--- src/hdl/ssio_pkg.sv ---
// package: register map, field positions, field widths and reset values of the serial port
// assumes a 32-bit avalon-mm slave with word addresses derived from printed offsets
package ssio_pkg;
  // ----------------------------------------------------------------
  // register indices (printed offsets are not word aligned)
  // ----------------------------------------------------------------
  localparam logic [15:0] IDX_TX_HOLDING_BUFFER = 16'hf480;
  localparam logic [15:0] IDX_RX_HOLDING_BUFFER = 16'hf482;
  localparam logic [15:0] IDX_BAUD_CONTROL = 16'hf484;
  localparam logic [15:0] IDX_SERIAL_CONTROL_ONE = 16'hf486;
  localparam logic [15:0] IDX_SERIAL_CONTROL_TWO = 16'hf488;
  localparam logic [15:0] IDX_BAUD_COUNT_STATUS = 16'hf48a;
  localparam logic [15:0] IDX_PRESCALE_DIVIDER = 16'hf804;
  localparam logic [15:0] IDX_SERIAL_CLOCK_CONFIG = 16'hf836;
  localparam logic [15:0] IDX_PIN_FUNCTION_SELECT = 16'hf826;
  localparam int ADDR_W = 18;
  // ----------------------------------------------------------------
  // field positions
  // ----------------------------------------------------------------
  localparam int GEN_SOURCE_BIT = 2;
  localparam int GEN_ENABLE_BIT = 7;
  localparam int TX_UNDERFLOW_BIT = 7;
  localparam int TX_EMPTY_BIT = 6;
  localparam int TX_IRQ_EN_BIT = 5;
  localparam int TX_ON_BIT = 4;
  localparam int RX_OVERFLOW_BIT = 3;
  localparam int RX_FULL_BIT = 2;
  localparam int RX_IRQ_EN_BIT = 1;
  localparam int RX_ON_BIT = 0;
  localparam int TX_MASTER_BIT = 1;
  localparam int RX_MASTER_BIT = 0;
  localparam int TX_PIN_SEL_BIT = 0;
  localparam int RX_CLK_PIN_SEL_BIT = 1;
  localparam int PRESCALE_W = 9;
  localparam int RELOAD_W = 7;
  localparam int WORD_W = 16;
  // ----------------------------------------------------------------
  // reset values
  // ----------------------------------------------------------------
  localparam logic [7:0] CONTROL_ONE_RESET = 8'hc0;
  localparam logic [7:0] BYTE_RESET = 8'h00;
  localparam logic [15:0] WORD_RESET = 16'h0000;
  localparam logic [31:0] UNMAPPED_READ = 32'h0000_0000;
endpackage

--- src/hdl/ssio_top.sv ---
// synchronous serial port: baud generator, 16-bit tx and rx channels, avalon-mm registers
// assumes CORE_CLK at 20 MHz, internal serial clock enable pulse from the clock unit
//
// Design decision made here: the Avalon-MM slave port.
`timescale 1ns/1ps
module ssio_top (
  input wire logic CORE_CLK,
  input wire logic RST_B,
  input wire logic INTERNAL_SERIAL_CLOCK_TICK,
  input wire logic [ssio_pkg::ADDR_W-1:0] AVS_ADDRESS,
  input wire logic AVS_READ,
  input wire logic AVS_WRITE,
  input wire logic [31:0] AVS_WRITEDATA,
  input wire logic [3:0] AVS_BYTEENABLE,
  output logic [31:0] AVS_READDATA,
  output logic AVS_WAITREQUEST,
  input wire logic TX_CLOCK_PIN_IN,
  output logic TX_CLOCK_PIN_OUT,
  output logic TX_CLOCK_PIN_OE_B,
  output logic TX_DATA_PIN_OUT,
  output logic TX_DATA_PIN_OE_B,
  input wire logic RX_CLOCK_PIN_IN,
  output logic RX_CLOCK_PIN_OUT,
  output logic RX_CLOCK_PIN_OE_B,
  input wire logic RX_DATA_PIN,
  output logic SERIAL_IRQ_REQUEST,
  output logic TX_DMA_REQUEST,
  output logic RX_DMA_REQUEST
);
  localparam int WW = ssio_pkg::WORD_W;
  localparam int RW = ssio_pkg::RELOAD_W;
  localparam int PW = ssio_pkg::PRESCALE_W;

  logic [WW-1:0] tx_holding_buffer_reg;
  logic [WW-1:0] rx_holding_buffer_reg;
  logic [7:0] baud_control_reg;
  logic [7:0] serial_control_one_reg;
  logic [7:0] serial_control_two_reg;
  logic [PW-1:0] prescale_value_reg;
  logic [7:0] serial_clock_config_reg;
  logic [7:0] pin_function_select_reg;
  logic tx_empty_flag_reg;
  logic tx_underflow_flag_reg;
  logic rx_full_flag_reg;
  logic rx_overflow_flag_reg;
  logic ack_reg;
  logic bus_req;
  logic wr_hit;
  logic rd_hit;
  logic [15:0] index;
  logic [PW:0] pre_count;
  logic ps_tick;
  logic gen_in_tick;
  logic [RW-1:0] gen_count;
  logic gen_half;
  logic gen_clk_reg;
  logic gen_rise;
  logic gen_fall;
  logic txp_level;
  logic txp_rise;
  logic txp_fall;
  logic rxp_level;
  logic rxp_rise;
  logic rxp_fall;
  logic tx_shift_edge;
  logic rx_sample_edge;
  logic [WW-1:0] tx_shift_reg;
  logic [4:0] tx_bits_reg;
  logic tx_active_reg;
  logic [WW-1:0] rx_shift_reg;
  logic [4:0] rx_bits_reg;
  logic rx_active_reg;
  logic tx_load;
  logic rx_done;
  logic tx_irq;
  logic rx_irq;

  // ----------------------------------------------------------------
  // avalon-mm slave
  // ----------------------------------------------------------------
  // one wait cycle per access; byte address is four times the index
  assign bus_req = (AVS_READ || AVS_WRITE) && !ack_reg;
  assign index = AVS_ADDRESS[ssio_pkg::ADDR_W-1:2];
  assign wr_hit = AVS_WRITE && ack_reg && AVS_BYTEENABLE[0];
  assign rd_hit = AVS_READ && ack_reg;

  always_ff @(posedge CORE_CLK or negedge RST_B) begin
    if (!RST_B) begin
      ack_reg <= 1'b0;
    end else begin
      ack_reg <= bus_req;
    end
  end
  always_comb begin
    AVS_WAITREQUEST = !ack_reg;
  end

  // register writes; flags are handled separately
  always_ff @(posedge CORE_CLK or negedge RST_B) begin
    if (!RST_B) begin
      tx_holding_buffer_reg <= ssio_pkg::WORD_RESET;
      baud_control_reg <= ssio_pkg::BYTE_RESET;
      serial_control_one_reg <= ssio_pkg::CONTROL_ONE_RESET;
      serial_control_two_reg <= ssio_pkg::BYTE_RESET;
      prescale_value_reg <= '0;
      serial_clock_config_reg <= ssio_pkg::BYTE_RESET;
      pin_function_select_reg <= ssio_pkg::BYTE_RESET;
    end else if (wr_hit) begin
      unique case (index)
        ssio_pkg::IDX_TX_HOLDING_BUFFER: tx_holding_buffer_reg <= AVS_WRITEDATA[WW-1:0];
        ssio_pkg::IDX_BAUD_CONTROL: baud_control_reg <= AVS_WRITEDATA[7:0];
        ssio_pkg::IDX_SERIAL_CONTROL_ONE: serial_control_one_reg <= AVS_WRITEDATA[7:0];
        ssio_pkg::IDX_SERIAL_CONTROL_TWO: serial_control_two_reg <= AVS_WRITEDATA[7:0];
        ssio_pkg::IDX_PRESCALE_DIVIDER: prescale_value_reg <= AVS_WRITEDATA[PW-1:0];
        ssio_pkg::IDX_SERIAL_CLOCK_CONFIG: serial_clock_config_reg <= AVS_WRITEDATA[7:0];
        ssio_pkg::IDX_PIN_FUNCTION_SELECT: pin_function_select_reg <= AVS_WRITEDATA[7:0];
        default: ;
      endcase
    end
  end

  // read data; write-only registers and unmapped addresses read zero
  always_ff @(posedge CORE_CLK or negedge RST_B) begin
    if (!RST_B) begin
      AVS_READDATA <= ssio_pkg::UNMAPPED_READ;
    end else if (AVS_READ && !ack_reg) begin
      unique case (index)
        ssio_pkg::IDX_RX_HOLDING_BUFFER: AVS_READDATA <= {16'h0000, rx_holding_buffer_reg};
        ssio_pkg::IDX_SERIAL_CONTROL_ONE: AVS_READDATA <= {24'h000000, tx_underflow_flag_reg,
          tx_empty_flag_reg, serial_control_one_reg[5:4], rx_overflow_flag_reg,
          rx_full_flag_reg, serial_control_one_reg[1:0]};
        ssio_pkg::IDX_SERIAL_CONTROL_TWO: AVS_READDATA <= {24'h000000, serial_control_two_reg};
        ssio_pkg::IDX_BAUD_COUNT_STATUS: AVS_READDATA <= {24'h000000,
          baud_control_reg[ssio_pkg::GEN_ENABLE_BIT], gen_count};
        ssio_pkg::IDX_SERIAL_CLOCK_CONFIG: AVS_READDATA <= {24'h000000, serial_clock_config_reg};
        ssio_pkg::IDX_PIN_FUNCTION_SELECT: AVS_READDATA <= {24'h000000, pin_function_select_reg};
        default: AVS_READDATA <= ssio_pkg::UNMAPPED_READ;
      endcase
    end
  end

  // ----------------------------------------------------------------
  // clock generation
  // ----------------------------------------------------------------
  // value plus two; a spare bit keeps the top setting from wrapping
  ssio_divider #(.W(PW + 1)) u_prescale (
    .clk(CORE_CLK),
    .rst_b(RST_B),
    .run(1'b1),
    .in_tick(1'b1),
    .reload((PW + 1)'({1'b0, prescale_value_reg} + 1'b1)),
    .count(pre_count),
    .out_tick(ps_tick)
  );

  assign gen_in_tick = serial_clock_config_reg[ssio_pkg::GEN_SOURCE_BIT] ? INTERNAL_SERIAL_CLOCK_TICK : ps_tick;

  ssio_divider #(.W(RW)) u_baud (
    .clk(CORE_CLK),
    .rst_b(RST_B),
    .run(baud_control_reg[ssio_pkg::GEN_ENABLE_BIT]),
    .in_tick(gen_in_tick),
    .reload(baud_control_reg[RW-1:0]),
    .count(gen_count),
    .out_tick(gen_half)
  );

  // toggling every reload+1 ticks gives input over 2bv+2
  always_ff @(posedge CORE_CLK or negedge RST_B) begin
    if (!RST_B) begin
      gen_clk_reg <= 1'b1;
    end else if (!baud_control_reg[ssio_pkg::GEN_ENABLE_BIT]) begin
      gen_clk_reg <= 1'b1;
    end else if (gen_half) begin
      gen_clk_reg <= !gen_clk_reg;
    end
  end
  assign gen_fall = gen_half && gen_clk_reg;
  assign gen_rise = gen_half && !gen_clk_reg;

  // slave clock pins come from outside the core clock
  ssio_edge_sync u_txclk (
    .clk(CORE_CLK),
    .rst_b(RST_B),
    .pin(TX_CLOCK_PIN_IN),
    .level(txp_level),
    .rise(txp_rise),
    .fall(txp_fall)
  );
  ssio_edge_sync u_rxclk (
    .clk(CORE_CLK),
    .rst_b(RST_B),
    .pin(RX_CLOCK_PIN_IN),
    .level(rxp_level),
    .rise(rxp_rise),
    .fall(rxp_fall)
  );

  // tx shifts on falling edge of generator or pin
  assign tx_shift_edge = serial_control_two_reg[ssio_pkg::TX_MASTER_BIT] ? gen_fall : txp_fall;
  // rx samples on rising edge of generator or pin
  assign rx_sample_edge = serial_control_two_reg[ssio_pkg::RX_MASTER_BIT] ? gen_rise : rxp_rise;

  // ----------------------------------------------------------------
  // transmitter
  // ----------------------------------------------------------------
  // load holding word, shift msb first
  // reload old word on underflow
  // disabling finishes the current word before stopping
  assign tx_load = tx_shift_edge && serial_control_one_reg[ssio_pkg::TX_ON_BIT] &&
    (!tx_active_reg || tx_bits_reg == 5'h01);
  always_ff @(posedge CORE_CLK or negedge RST_B) begin
    if (!RST_B) begin
      tx_shift_reg <= ssio_pkg::WORD_RESET;
      tx_bits_reg <= 5'h00;
      tx_active_reg <= 1'b0;
    end else if (tx_load) begin
      tx_shift_reg <= tx_holding_buffer_reg;
      tx_bits_reg <= 5'h10;
      tx_active_reg <= 1'b1;
    end else if (tx_shift_edge && tx_active_reg) begin
      tx_shift_reg <= {tx_shift_reg[WW-2:0], 1'b0};
      tx_bits_reg <= tx_bits_reg - 5'h01;
      tx_active_reg <= (tx_bits_reg != 5'h01);
    end
  end

  // empty set on load, cleared by buffer write; set wins
  always_ff @(posedge CORE_CLK or negedge RST_B) begin
    if (!RST_B) begin
      tx_empty_flag_reg <= ssio_pkg::CONTROL_ONE_RESET[ssio_pkg::TX_EMPTY_BIT];
    end else if (tx_load) begin
      tx_empty_flag_reg <= 1'b1;
    end else if (wr_hit && index == ssio_pkg::IDX_TX_HOLDING_BUFFER) begin
      tx_empty_flag_reg <= 1'b0;
    end
  end

  // underflow set on reload of a stale word; only zero clears
  always_ff @(posedge CORE_CLK or negedge RST_B) begin
    if (!RST_B) begin
      tx_underflow_flag_reg <= ssio_pkg::CONTROL_ONE_RESET[ssio_pkg::TX_UNDERFLOW_BIT];
    end else if (tx_load && tx_active_reg && tx_empty_flag_reg) begin
      tx_underflow_flag_reg <= 1'b1;
    end else if (wr_hit && index == ssio_pkg::IDX_SERIAL_CONTROL_ONE &&
                 !AVS_WRITEDATA[ssio_pkg::TX_UNDERFLOW_BIT]) begin
      tx_underflow_flag_reg <= 1'b0;
    end
  end

  // ----------------------------------------------------------------
  // receiver
  // ----------------------------------------------------------------
  // msb-first capture, word handed over after sixteen bits
  // receiver enable starts a word; a started word always completes
  assign rx_done = rx_sample_edge && rx_active_reg && rx_bits_reg == 5'h0f;
  always_ff @(posedge CORE_CLK or negedge RST_B) begin
    if (!RST_B) begin
      rx_shift_reg <= ssio_pkg::WORD_RESET;
      rx_bits_reg <= 5'h00;
      rx_active_reg <= 1'b0;
    end else if (rx_sample_edge &&
                 (rx_active_reg || serial_control_one_reg[ssio_pkg::RX_ON_BIT])) begin
      rx_shift_reg <= {rx_shift_reg[WW-2:0], RX_DATA_PIN};
      rx_bits_reg <= rx_done ? 5'h00 : rx_bits_reg + 5'h01;
      rx_active_reg <= !rx_done;
    end
  end

  // transfer always overwrites the holding buffer
  always_ff @(posedge CORE_CLK or negedge RST_B) begin
    if (!RST_B) begin
      rx_holding_buffer_reg <= ssio_pkg::WORD_RESET;
    end else if (rx_done) begin
      rx_holding_buffer_reg <= {rx_shift_reg[WW-2:0], RX_DATA_PIN};
    end
  end

  // read of buffer clears; set wins
  always_ff @(posedge CORE_CLK or negedge RST_B) begin
    if (!RST_B) begin
      rx_full_flag_reg <= 1'b0;
    end else if (rx_done) begin
      rx_full_flag_reg <= 1'b1;
    end else if (rd_hit && index == ssio_pkg::IDX_RX_HOLDING_BUFFER) begin
      rx_full_flag_reg <= 1'b0;
    end
  end

  // overflow when full word lands on unread buffer
  always_ff @(posedge CORE_CLK or negedge RST_B) begin
    if (!RST_B) begin
      rx_overflow_flag_reg <= 1'b0;
    end else if (rx_done && rx_full_flag_reg) begin
      rx_overflow_flag_reg <= 1'b1;
    end else if (wr_hit && index == ssio_pkg::IDX_SERIAL_CONTROL_ONE &&
                 !AVS_WRITEDATA[ssio_pkg::RX_OVERFLOW_BIT]) begin
      rx_overflow_flag_reg <= 1'b0;
    end
  end

  // ----------------------------------------------------------------
  // pins and requests
  // ----------------------------------------------------------------
  // tx empty gated by its enable
  assign tx_irq = tx_empty_flag_reg && serial_control_one_reg[ssio_pkg::TX_IRQ_EN_BIT];
  assign rx_irq = rx_full_flag_reg && serial_control_one_reg[ssio_pkg::RX_IRQ_EN_BIT];
  always_ff @(posedge CORE_CLK or negedge RST_B) begin
    if (!RST_B) begin
      SERIAL_IRQ_REQUEST <= 1'b0;
      TX_DMA_REQUEST <= 1'b0;
      RX_DMA_REQUEST <= 1'b0;
    end else begin
      SERIAL_IRQ_REQUEST <= tx_irq || rx_irq;
      TX_DMA_REQUEST <= tx_irq;
      RX_DMA_REQUEST <= rx_irq;
    end
  end

  // pin ownership; idle pins float to external pull-ups
  // master tx drives its clock pin while enabled or running
  // master rx drives its clock pin, when selected by the pin function bit, while enabled or running
  always_ff @(posedge CORE_CLK or negedge RST_B) begin
    if (!RST_B) begin
      TX_CLOCK_PIN_OUT <= 1'b1;
      TX_CLOCK_PIN_OE_B <= 1'b1;
      TX_DATA_PIN_OUT <= 1'b1;
      TX_DATA_PIN_OE_B <= 1'b1;
      RX_CLOCK_PIN_OUT <= 1'b1;
      RX_CLOCK_PIN_OE_B <= 1'b1;
    end else begin
      TX_CLOCK_PIN_OUT <= gen_clk_reg;
      TX_CLOCK_PIN_OE_B <= !(serial_control_two_reg[ssio_pkg::TX_MASTER_BIT] &&
        (tx_active_reg || serial_control_one_reg[ssio_pkg::TX_ON_BIT]));
      TX_DATA_PIN_OUT <= tx_active_reg ? tx_shift_reg[WW-1] : tx_holding_buffer_reg[WW-1];
      TX_DATA_PIN_OE_B <= !(pin_function_select_reg[ssio_pkg::TX_PIN_SEL_BIT] &&
        (tx_active_reg || serial_control_one_reg[ssio_pkg::TX_ON_BIT]));
      RX_CLOCK_PIN_OUT <= gen_clk_reg;
      RX_CLOCK_PIN_OE_B <= !(pin_function_select_reg[ssio_pkg::RX_CLK_PIN_SEL_BIT] &&
        serial_control_two_reg[ssio_pkg::RX_MASTER_BIT] &&
        (rx_active_reg || serial_control_one_reg[ssio_pkg::RX_ON_BIT]));
    end
  end

  // ----------------------------------------------------------------
  // assertions
  // ----------------------------------------------------------------
  a_gen_stop_zero: assert property (@(posedge CORE_CLK) disable iff (!RST_B)
    !baud_control_reg[ssio_pkg::GEN_ENABLE_BIT] |=> gen_count == '0)
    else $error("generator count not zero while stopped");
  a_tx_empty_load: assert property (@(posedge CORE_CLK) disable iff (!RST_B)
    tx_load |=> tx_empty_flag_reg)
    else $error("tx empty not set after load");
  a_tx_under_keep: assert property (@(posedge CORE_CLK) disable iff (!RST_B)
    tx_underflow_flag_reg && !(wr_hit && index == ssio_pkg::IDX_SERIAL_CONTROL_ONE)
    |=> tx_underflow_flag_reg)
    else $error("underflow flag dropped without write");
  a_rx_full_set: assert property (@(posedge CORE_CLK) disable iff (!RST_B)
    rx_done |=> rx_full_flag_reg)
    else $error("rx full not set after transfer");
  a_rx_over_set: assert property (@(posedge CORE_CLK) disable iff (!RST_B)
    rx_done && rx_full_flag_reg |=> rx_overflow_flag_reg)
    else $error("overflow not flagged");
  a_irq_combine: assert property (@(posedge CORE_CLK) disable iff (!RST_B)
    ##1 SERIAL_IRQ_REQUEST == ($past(tx_irq) || $past(rx_irq)))
    else $error("interrupt line mismatch");
  a_tx_irq_gate: assert property (@(posedge CORE_CLK) disable iff (!RST_B)
    !serial_control_one_reg[ssio_pkg::TX_IRQ_EN_BIT] |=> !TX_DMA_REQUEST)
    else $error("tx request leaked while gated");
  a_rx_read_clr: assert property (@(posedge CORE_CLK) disable iff (!RST_B)
    rd_hit && index == ssio_pkg::IDX_RX_HOLDING_BUFFER && !rx_done |=> !rx_full_flag_reg)
    else $error("rx full not cleared by read");
  a_bus_answer: assert property (@(posedge CORE_CLK) disable iff (!RST_B)
    bus_req |=> !AVS_WAITREQUEST)
    else $error("bus not answered in one cycle");
  c_tx_load: cover property (@(posedge CORE_CLK) disable iff (!RST_B) tx_load);
  c_rx_done: cover property (@(posedge CORE_CLK) disable iff (!RST_B) rx_done);
  c_underflow: cover property (@(posedge CORE_CLK) disable iff (!RST_B)
    $rose(tx_underflow_flag_reg));
endmodule

--- src/hdl/ssio_divider.sv ---
// divide-by-n tick generator: one-cycle tick every (reload+1) enabled input ticks
// assumes in_tick is a single-cycle pulse on clk
`timescale 1ns/1ps
module ssio_divider #(
  parameter int W = 9
) (
  input wire logic clk,
  input wire logic rst_b,
  input wire logic run,
  input wire logic in_tick,
  input wire logic [W-1:0] reload,
  output logic [W-1:0] count,
  output logic out_tick
);
  // ----------------------------------------------------------------
  // down counter
  // ----------------------------------------------------------------
  // stopped counter holds zero so a restart reloads at once
  always_ff @(posedge clk or negedge rst_b) begin
    if (!rst_b) begin
      count <= '0;
    end else if (!run) begin
      count <= '0;
    end else if (in_tick) begin
      if (count == '0) begin
        count <= reload;
      end else begin
        count <= count - 1'b1;
      end
    end
  end
  assign out_tick = run && in_tick && (count == '0);
endmodule

--- src/hdl/ssio_edge_sync.sv ---
// three-flop synchroniser for a pin with rising and falling event pulses
// assumes the pin is asynchronous to clk
`timescale 1ns/1ps
module ssio_edge_sync (
  input wire logic clk,
  input wire logic rst_b,
  input wire logic pin,
  output logic level,
  output logic rise,
  output logic fall
);
  logic s1_reg;
  logic s2_reg;
  logic s3_reg;
  // ----------------------------------------------------------------
  // sync chain
  // ----------------------------------------------------------------
  // a change counts once the second and third flops agree
  always_ff @(posedge clk or negedge rst_b) begin
    if (!rst_b) begin
      s1_reg <= 1'b1;
      s2_reg <= 1'b1;
      s3_reg <= 1'b1;
      level <= 1'b1;
    end else begin
      s1_reg <= pin;
      s2_reg <= s1_reg;
      s3_reg <= s2_reg;
      if (s2_reg == s3_reg) begin
        level <= s3_reg;
      end
    end
  end
  assign rise = (s2_reg == s3_reg) && s3_reg && !level;
  assign fall = (s2_reg == s3_reg) && !s3_reg && level;
endmodule

--- config.mk ---
export PLATFORM = sky130hd
export DESIGN_NAME = ssio_top
export DESIGN_NICKNAME = d
export VERILOG_FILES = /design/src/hdl/ssio_pkg.sv /design/src/hdl/ssio_top.sv /design/src/hdl/ssio_divider.sv /design/src/hdl/ssio_edge_sync.sv
export SDC_FILE = /design/constraint.sdc
export NUM_CORES = 1
export LEC_CHECK = 0
export BUFFER_PORTS_ARGS = -buffer_cell sky130_fd_sc_hd__clkbuf_2
export CAP_MARGIN = 40
export CORE_MARGIN = 2
export CORE_UTILIZATION = 40
export CTS_BUF_LIST = sky130_fd_sc_hd__clkbuf_8
export DETAILED_ROUTE_END_ITERATION = 8
export GPL_ROUTABILITY_DRIVEN = 0
export PLACE_DENSITY = 0.58
export SYNTH_ARGS = -nofsm -noshare
export SYNTH_HDL_FRONTEND = slang
export SYNTH_SLANG_ARGS = --single-unit
--- constraint.sdc ---
create_clock -name CORE_CLK -period 2.79 [get_ports CORE_CLK]
set_input_delay 0.4185 -clock CORE_CLK [delete_from_list [all_inputs] [get_ports CORE_CLK]]
set_output_delay 0.4185 -clock CORE_CLK [all_outputs]
set_load 0.02 [all_outputs]
# After elaboration in Yosys (flattened, before gate mapping)
# Cells that the tools add are included.
word_totals:
  reg_bits: 193
  latchBits: 0
  mem_bits_rw: 0
  rom_bits: 0
  out_inout_bits: 42
  memories: 0
op_classes:
  addsub: 5
  multipliers: 0
  div_mod_pow: 0
  n_lt_le_gt_ge: 0
  n_eq_ne: 16
  shifts: 0
  mux: 26
  bitwise: 0
  reduce_logical: 63
op_table:
  columns: ["op", "n"]
  rows:
  - ["$eq 16x16->1 const B", 9]
  - ["$pmux 16 s6", 1]
  - ["$logic_and 1x1->1", 33]
  - ["$mux 16", 2]
  - ["$mux 7", 3]
  - ["$mux 1", 16]
  - ["$mux 5", 3]
  - ["$reduce_and 2->1", 7]
  - ["$logic_not 1->1", 11]
  - ["$add 9x1->10 const B", 1]
  - ["$logic_not 10->1", 1]
  - ["$mux 10", 1]
  - ["$reduce_bool 2->1", 5]
  - ["$sub 10x1->10 const B", 1]
  - ["$logic_not 7->1", 1]
  - ["$sub 7x1->7 const B", 1]
  - ["$add 5x1->5 const B", 1]
  - ["$eq 5x1->1 const B", 1]
  - ["$eq 5x4->1 const B", 1]
  - ["$logic_or 1x1->1", 5]
  - ["$ne 5x1->1 const B", 1]
  - ["$sub 5x1->5 const B", 1]
  - ["$ne 2x1->1 const B", 2]
  - ["$eq 1x1->1", 2]

# Logic depth before layout (Yosys ltp)
logic_depth:
  ltp_word: 11
  depth_mapped: 9
  mapped_depth_nobuf: 7

# Modules after synthesis
# A second synthesis with hierarchy kept.
hier_totals:
  hier_cells: 683
  area_unflattened_um2: 8339.2
by_module_without_submodules:
  columns: ["module", "instances", "cells_per_inst", "area_each_um2", "seq_area_each_um2"]
  rows:
  - ["ssio_top", 1, 531, 6836.6, 3763.6]
  - ["ssio_divider (u_prescale)", 1, 75, 673.1, 250.2]
  - ["ssio_divider (u_baud)", 1, 55, 499.2, 175.2]
  - ["ssio_edge_sync", 2, 11, 165.2, 105.1]

# Worst setup path after synthesis
# Ideal clock, no wire load.
synth_path:
  path_type: "register -> register"
  startpoint: "register u_baud.count[0]"
  endpoint: "register rx_bits_reg[4]"
  setup_time_ps: 125
  t_arrival_ps: 2201
  required_ps: 2665
  path_slack_ps: 464
  stages_incl_launch_ff: 10
  n_path_buf: 2
  synth_period_minus_slack_ps: 2326
  path_cell_list: "dfrtp_1 -> inv_1 -> ha_1 -> nor2b_1 -> nand3_1 -> a2111oi_4 -> o22a_1 -> buf_6 -> buf_12 -> mux2_4"
synth_via:
  elab_chain_len: 7
  elab_cells_between_ends: 8
  classes_between: "mux (2); reduce/logical (6)"
synth_lines:
  columns: ["element", "line_no", "rtl"]
  rows:
  - ["from (decl)", "ssio_divider.sv:12", "output logic [W-1:0] count,"]
  - ["from (signal assigned)", "ssio_divider.sv:26", "count <= reload;"]
  - ["from (signal assigned)", "ssio_divider.sv:28", "count <= count - 1'b1;"]
  - ["$logic_not 7->1 *", "ssio_divider.sv:32", "assign out_tick = run && in_tick && (count == '0);"]
  - ["$logic_and 1x1->1 *", "ssio_divider.sv:32", null]
  - ["$logic_and 1x1->1 *", "ssio_top.sv:179", "assign gen_rise = gen_half && !gen_clk_reg;"]
  - ["$mux 1 *", "ssio_top.sv:202", "assign rx_sample_edge = serial_control_two_reg[ssio_pkg::RX_MASTER_BIT] ? gen_rise : rxp_rise;"]
  - ["$logic_and 1x1->1 (2 in series)", "ssio_top.sv:256", "assign rx_done = rx_sample_edge && rx_active_reg && rx_bits_reg == 5'h0f;"]
  - ["$mux 5", "ssio_top.sv:265", "rx_bits_reg <= rx_done ? 5'h00 : rx_bits_reg + 5'h01;"]
  - ["to (signal assigned)", "ssio_top.sv:265", null]
  - ["to (decl)", "ssio_top.sv:71", "logic [4:0] rx_bits_reg;"]
# Mark *: on every way between the ends. The rest lies on a longest branch, timed or not.
# A chain may end at the register's enable or synchronous reset.

# Final worst setup path
layout_path:
  startpoint: "register u_prescale.count[0]"
  endpoint: "register rx_holding_buffer_reg[12]"
layout_via:
  elab_chain_len: 8
layout_lines:
  columns: ["element", "line_no", "rtl"]
  rows:
  - ["from (decl)", "ssio_divider.sv:12", null]
  - ["from (signal assigned)", "ssio_divider.sv:26", null]
  - ["from (signal assigned)", "ssio_divider.sv:28", null]
  - ["$logic_not 10->1", "ssio_divider.sv:32", null]
  - ["$mux 1", "ssio_top.sv:156", "assign gen_in_tick = serial_clock_config_reg[ssio_pkg::GEN_SOURCE_BIT] ? INTERNAL_SERIAL_CLOCK_TICK : ps_tick;"]
  - ["$logic_and 1x1->1 (2 in series)", "ssio_divider.sv:32", null]
  - ["$logic_and 1x1->1", "ssio_top.sv:179", null]
  - ["$mux 1", "ssio_top.sv:202", null]
  - ["$logic_and 1x1->1 (2 in series)", "ssio_top.sv:256", null]
  - ["to (signal assigned)", "ssio_top.sv:273", "rx_holding_buffer_reg <= ssio_pkg::WORD_RESET;"]
  - ["to (signal assigned)", "ssio_top.sv:275", "rx_holding_buffer_reg <= {rx_shift_reg[WW-2:0], RX_DATA_PIN};"]
  - ["to (decl)", "ssio_top.sv:35", "logic [WW-1:0] rx_holding_buffer_reg;"]
# Every way passes these cells.

==> impl_metrics.env <==
export IMPL_status="completed"
export IMPL_grt_max_degree=66
export IMPL_hp_class="in2reg"
export IMPL_critical_path_arrival_ns=2.94
export IMPL_crit_path_max_fanout=8
export IMPL_cts_buffers=17
export IMPL_p_per_area_nw_per_um2=566
export IMPL_slew_headroom_pct=49.2
export IMPL_slew_violations=0
export IMPL_leakagePower_nw=4.51
export IMPL_synth_edf_count=0
export IMPL_fmax_mhz=383
export IMPL_ant_nets=0
export IMPL_die_y_um=147
export IMPL_r2r_start="u_prescale.count[0]"
export IMPL_start_util_pct=40.6
export IMPL_wl_per_cell_um=16.8
export IMPL_path_buf_inv=2
export IMPL_slowest_stage="a2111oi_4"
export IMPL_fin_crit_ns=2.61
export IMPL_required_ns=3.12
export IMPL_viasPerCell=5.23
export IMPL_max_stage_delay_ns=0.52
export IMPL_clock_skew_ns=0.0202
export IMPL_synthArstFlopShare_pct=100
export IMPL_antenna_found_initial=0
export IMPL_multi_input_area_um2=3500
export IMPL_nNetsFinal=796
export IMPL_cts_root_buf="clkbuf_8"
export IMPL_end_kind="flop"
export IMPL_cts_setup_buffers=0
export IMPL_hold_end="u_rxclk.s1_reg"
export IMPL_yosys_warnings=0
export IMPL_diodes=0
export IMPL_path_cells="inv_1, ha_1, nor4b_4, nand4_4, a2111oi_4, o21ba_1, buf_4, mux2_1"
export IMPL_cts_tree="done"
export IMPL_clock_sinks=175
export IMPL_start_kind="flop"
export IMPL_maxCapViolCount=0
export IMPL_first_iter_violations=245
export IMPL_htreeDepth=4
export IMPL_ys_types=73
export IMPL_clk_pin_slew_ns=0.10
export IMPL_hold_depth=1
export IMPL_synthToLayoutAreaGrowth_pct=13.1
export IMPL_avgSynthCellArea_um2=12.7
export IMPL_hold_violations=0
export IMPL_irDropWorstVdd_mv=0.327
export IMPL_dieArea_um2=21600
export IMPL_rsz0062_at_grt="no"
export IMPL_drt_wl_total_mm=16.9
export IMPL_synth_ff_type="dfrtp_1"
export IMPL_timing_rr_end="rx_holding_buffer_reg[12]"
export IMPL_reg2reg_depth=8
export IMPL_syn_area_um2=8190
export IMPL_route_detailed_drc=0
export IMPL_grt_pass1_vias=5457
export IMPL_port_buffers=66
export IMPL_core_um2=20200
export IMPL_path_delay_family="compound AO/OA/AOI/OAI gates"
export IMPL_dr_total_vias=5269
export IMPL_overflow=0
export IMPL_min_delay_start="RX_CLOCK_PIN_IN"
export IMPL_grt_pass1_wl_mm=28.2
export IMPL_place_area_um2=8820
export IMPL_synth_cells=643
export IMPL_dp_hpwl_mm=12.0
export IMPL_insertion_delay_ns=0.46
export IMPL_worst_path_stages=8
export IMPL_r2r_slack_ns=0.18
export IMPL_fin_crit_sh_pct=93.5
export IMPL_finalSetupViolCount=0
export IMPL_clockBufferDepth=2
export IMPL_final_area_um2=9260
export IMPL_synth_seq_cells=175
export IMPL_num_io_pins=104
export IMPL_seq_area_frac_synth_pct=53.7
export IMPL_filler_cell_count=1872
export IMPL_first_pass_iters=4
export IMPL_track_usage_pct=16.4
export IMPL_drive_gt1_share_pct=38.4
export IMPL_crit_type="reg2reg"
export IMPL_fin_tns_setup_ns=0
export IMPL_regArea_um2=4400
export IMPL_die_w_um=147
export IMPL_worst_slew_pin_slew_ns=0.760
export IMPL_rows=52
==> metrics by stage <==
step                setup slack (ns)  hold slack, ns  util, %  cells  total power [mW]
detailed placement             0.136           0.348     43.8    973              3.49
finish                         0.182          0.0492     45.9   1007              5.24
floorplan                      0.464           0.123        -    658              3.28
global route                 0.00142          0.0213     45.9   1007              5.51
CTS                            0.122         0.00740     45.9   1007              5.32
global placement               0.177           0.346     43.8    973              3.44
==> layout by cell type, fill, tap and decap left out, types with 4 or more instances in the layout <==
cell      Yosys  layout
a21oi_1       8       8
a221oi_1      8       8
a22o_1        8       8
a22oi_1       8       8
and2_1        6       6
and3_1        6       6
buf_4        18      16
clkbuf_2      0      65
clkbuf_8      0      18
conb_1        1      16
dfrtp_1     159     159
dfstp_2      16      16
ha_1         10      10
inv_1        20      20
inv_6         0       5
inv_8         0       4
mux2_1        8       8
mux2_2      125     125
mux2_4       10      10
mux2i_1       5       5
nand2_1      37      37
nand2b_1      4       4
nand3_1      10      10
nand4_1       6       6
nor2_1       32      32
nor3_1        5       5
o21ai_0      33      32
or4_1         5       5
xnor2_1       9       9
xor2_1        6       6
==> Yosys cell counts, drive strengths merged (9+ instances only) <==
master	n	area share (%)
buf	25	2.6
clkbuf	15	0.69
dfrtp	159	49
dfstp	16	5.1
ha	10	1.5
inv	20	0.92
mux2	143	20
nand2	37	1.7
nand3	10	0.61
nor2	32	1.5
o21ai	33	2.0
xnor2	9	0.96
==> worst max-delay path by stage <==
stage / endpoint / from / slack [ns]
after floorplan: rx_bits_reg[4] / u_baud.count[0] / 0.46
after global placement: rx_holding_buffer_reg[8] / u_baud.count[1] / 0.18
after detailed placement: rx_holding_buffer_reg[8] / u_baud.count[1] / 0.14
after CTS: rx_holding_buffer_reg[12] / u_baud.count[1] / 0.12
after global routing: rx_holding_buffer_reg[12] / u_prescale.count[0] / 0.001
final: rx_holding_buffer_reg[12] / u_prescale.count[0] / 0.18
==> routing by layer <==
metal | track usage, % | vias up | wire, µm
met5 | 0 | - | 0
li1 | - | 2454 | -
met2 | 26.8 | 104 | 8250
met3 | 3.17 | 19 | 539
met4 | 6.11 | 0 | 300
met1 | 21.8 | 2692 | 7840
==> power by group <==
| part | total (mW) | switching [mW] | internal [mW] |
|---|---|---|---|
| Sequential | 2.87 | 0.169 | 2.70 |
| Clock | 1.81 | 1.03 | 0.783 |
| Combinational | 0.562 | 0.301 | 0.261 |
| Total | 5.24 | 1.50 | 3.74 |
==> logic make-up (layout without fill, tap and decap cells) <==
family / after synthesis / in the layout / share of synthesized area, %
XOR/XNOR: 15 / 15 / 1.60
AO/OA/AOI/OAI: 97 / 97 / 8.57
multiplexers: 148 / 148 / 20.7
buffers and inverters: 60 / 139 / 4.25
flip-flops: 175 / 175 / 53.7
other: 1 / 16 / 0.0458
adder cells (fa/ha/maj): 10 / 10 / 1.53
AND/OR/NAND/NOR: 137 / 137 / 9.52
==> what timing repair did <==
action / CTS / global route
gates resized for setup: 0 / 0
endpoints found under the setup margin: 0 / 16
hold buffers: 2 / 0
hold endpoints to repair: 51 / 0
==> cell type report <==
class                           instances  share of cell area [%]
Clock inverter                         14                    1.78
Tap cell                              270                    3.65
Timing Repair Buffer                   87                    5.80
Clock buffer                           18                    2.68
Sequential cell                       175                    47.5
Multi-Input combinational cell        423                    37.8
Inverter                               20                   0.811
(Power assumes the default switching activity.)
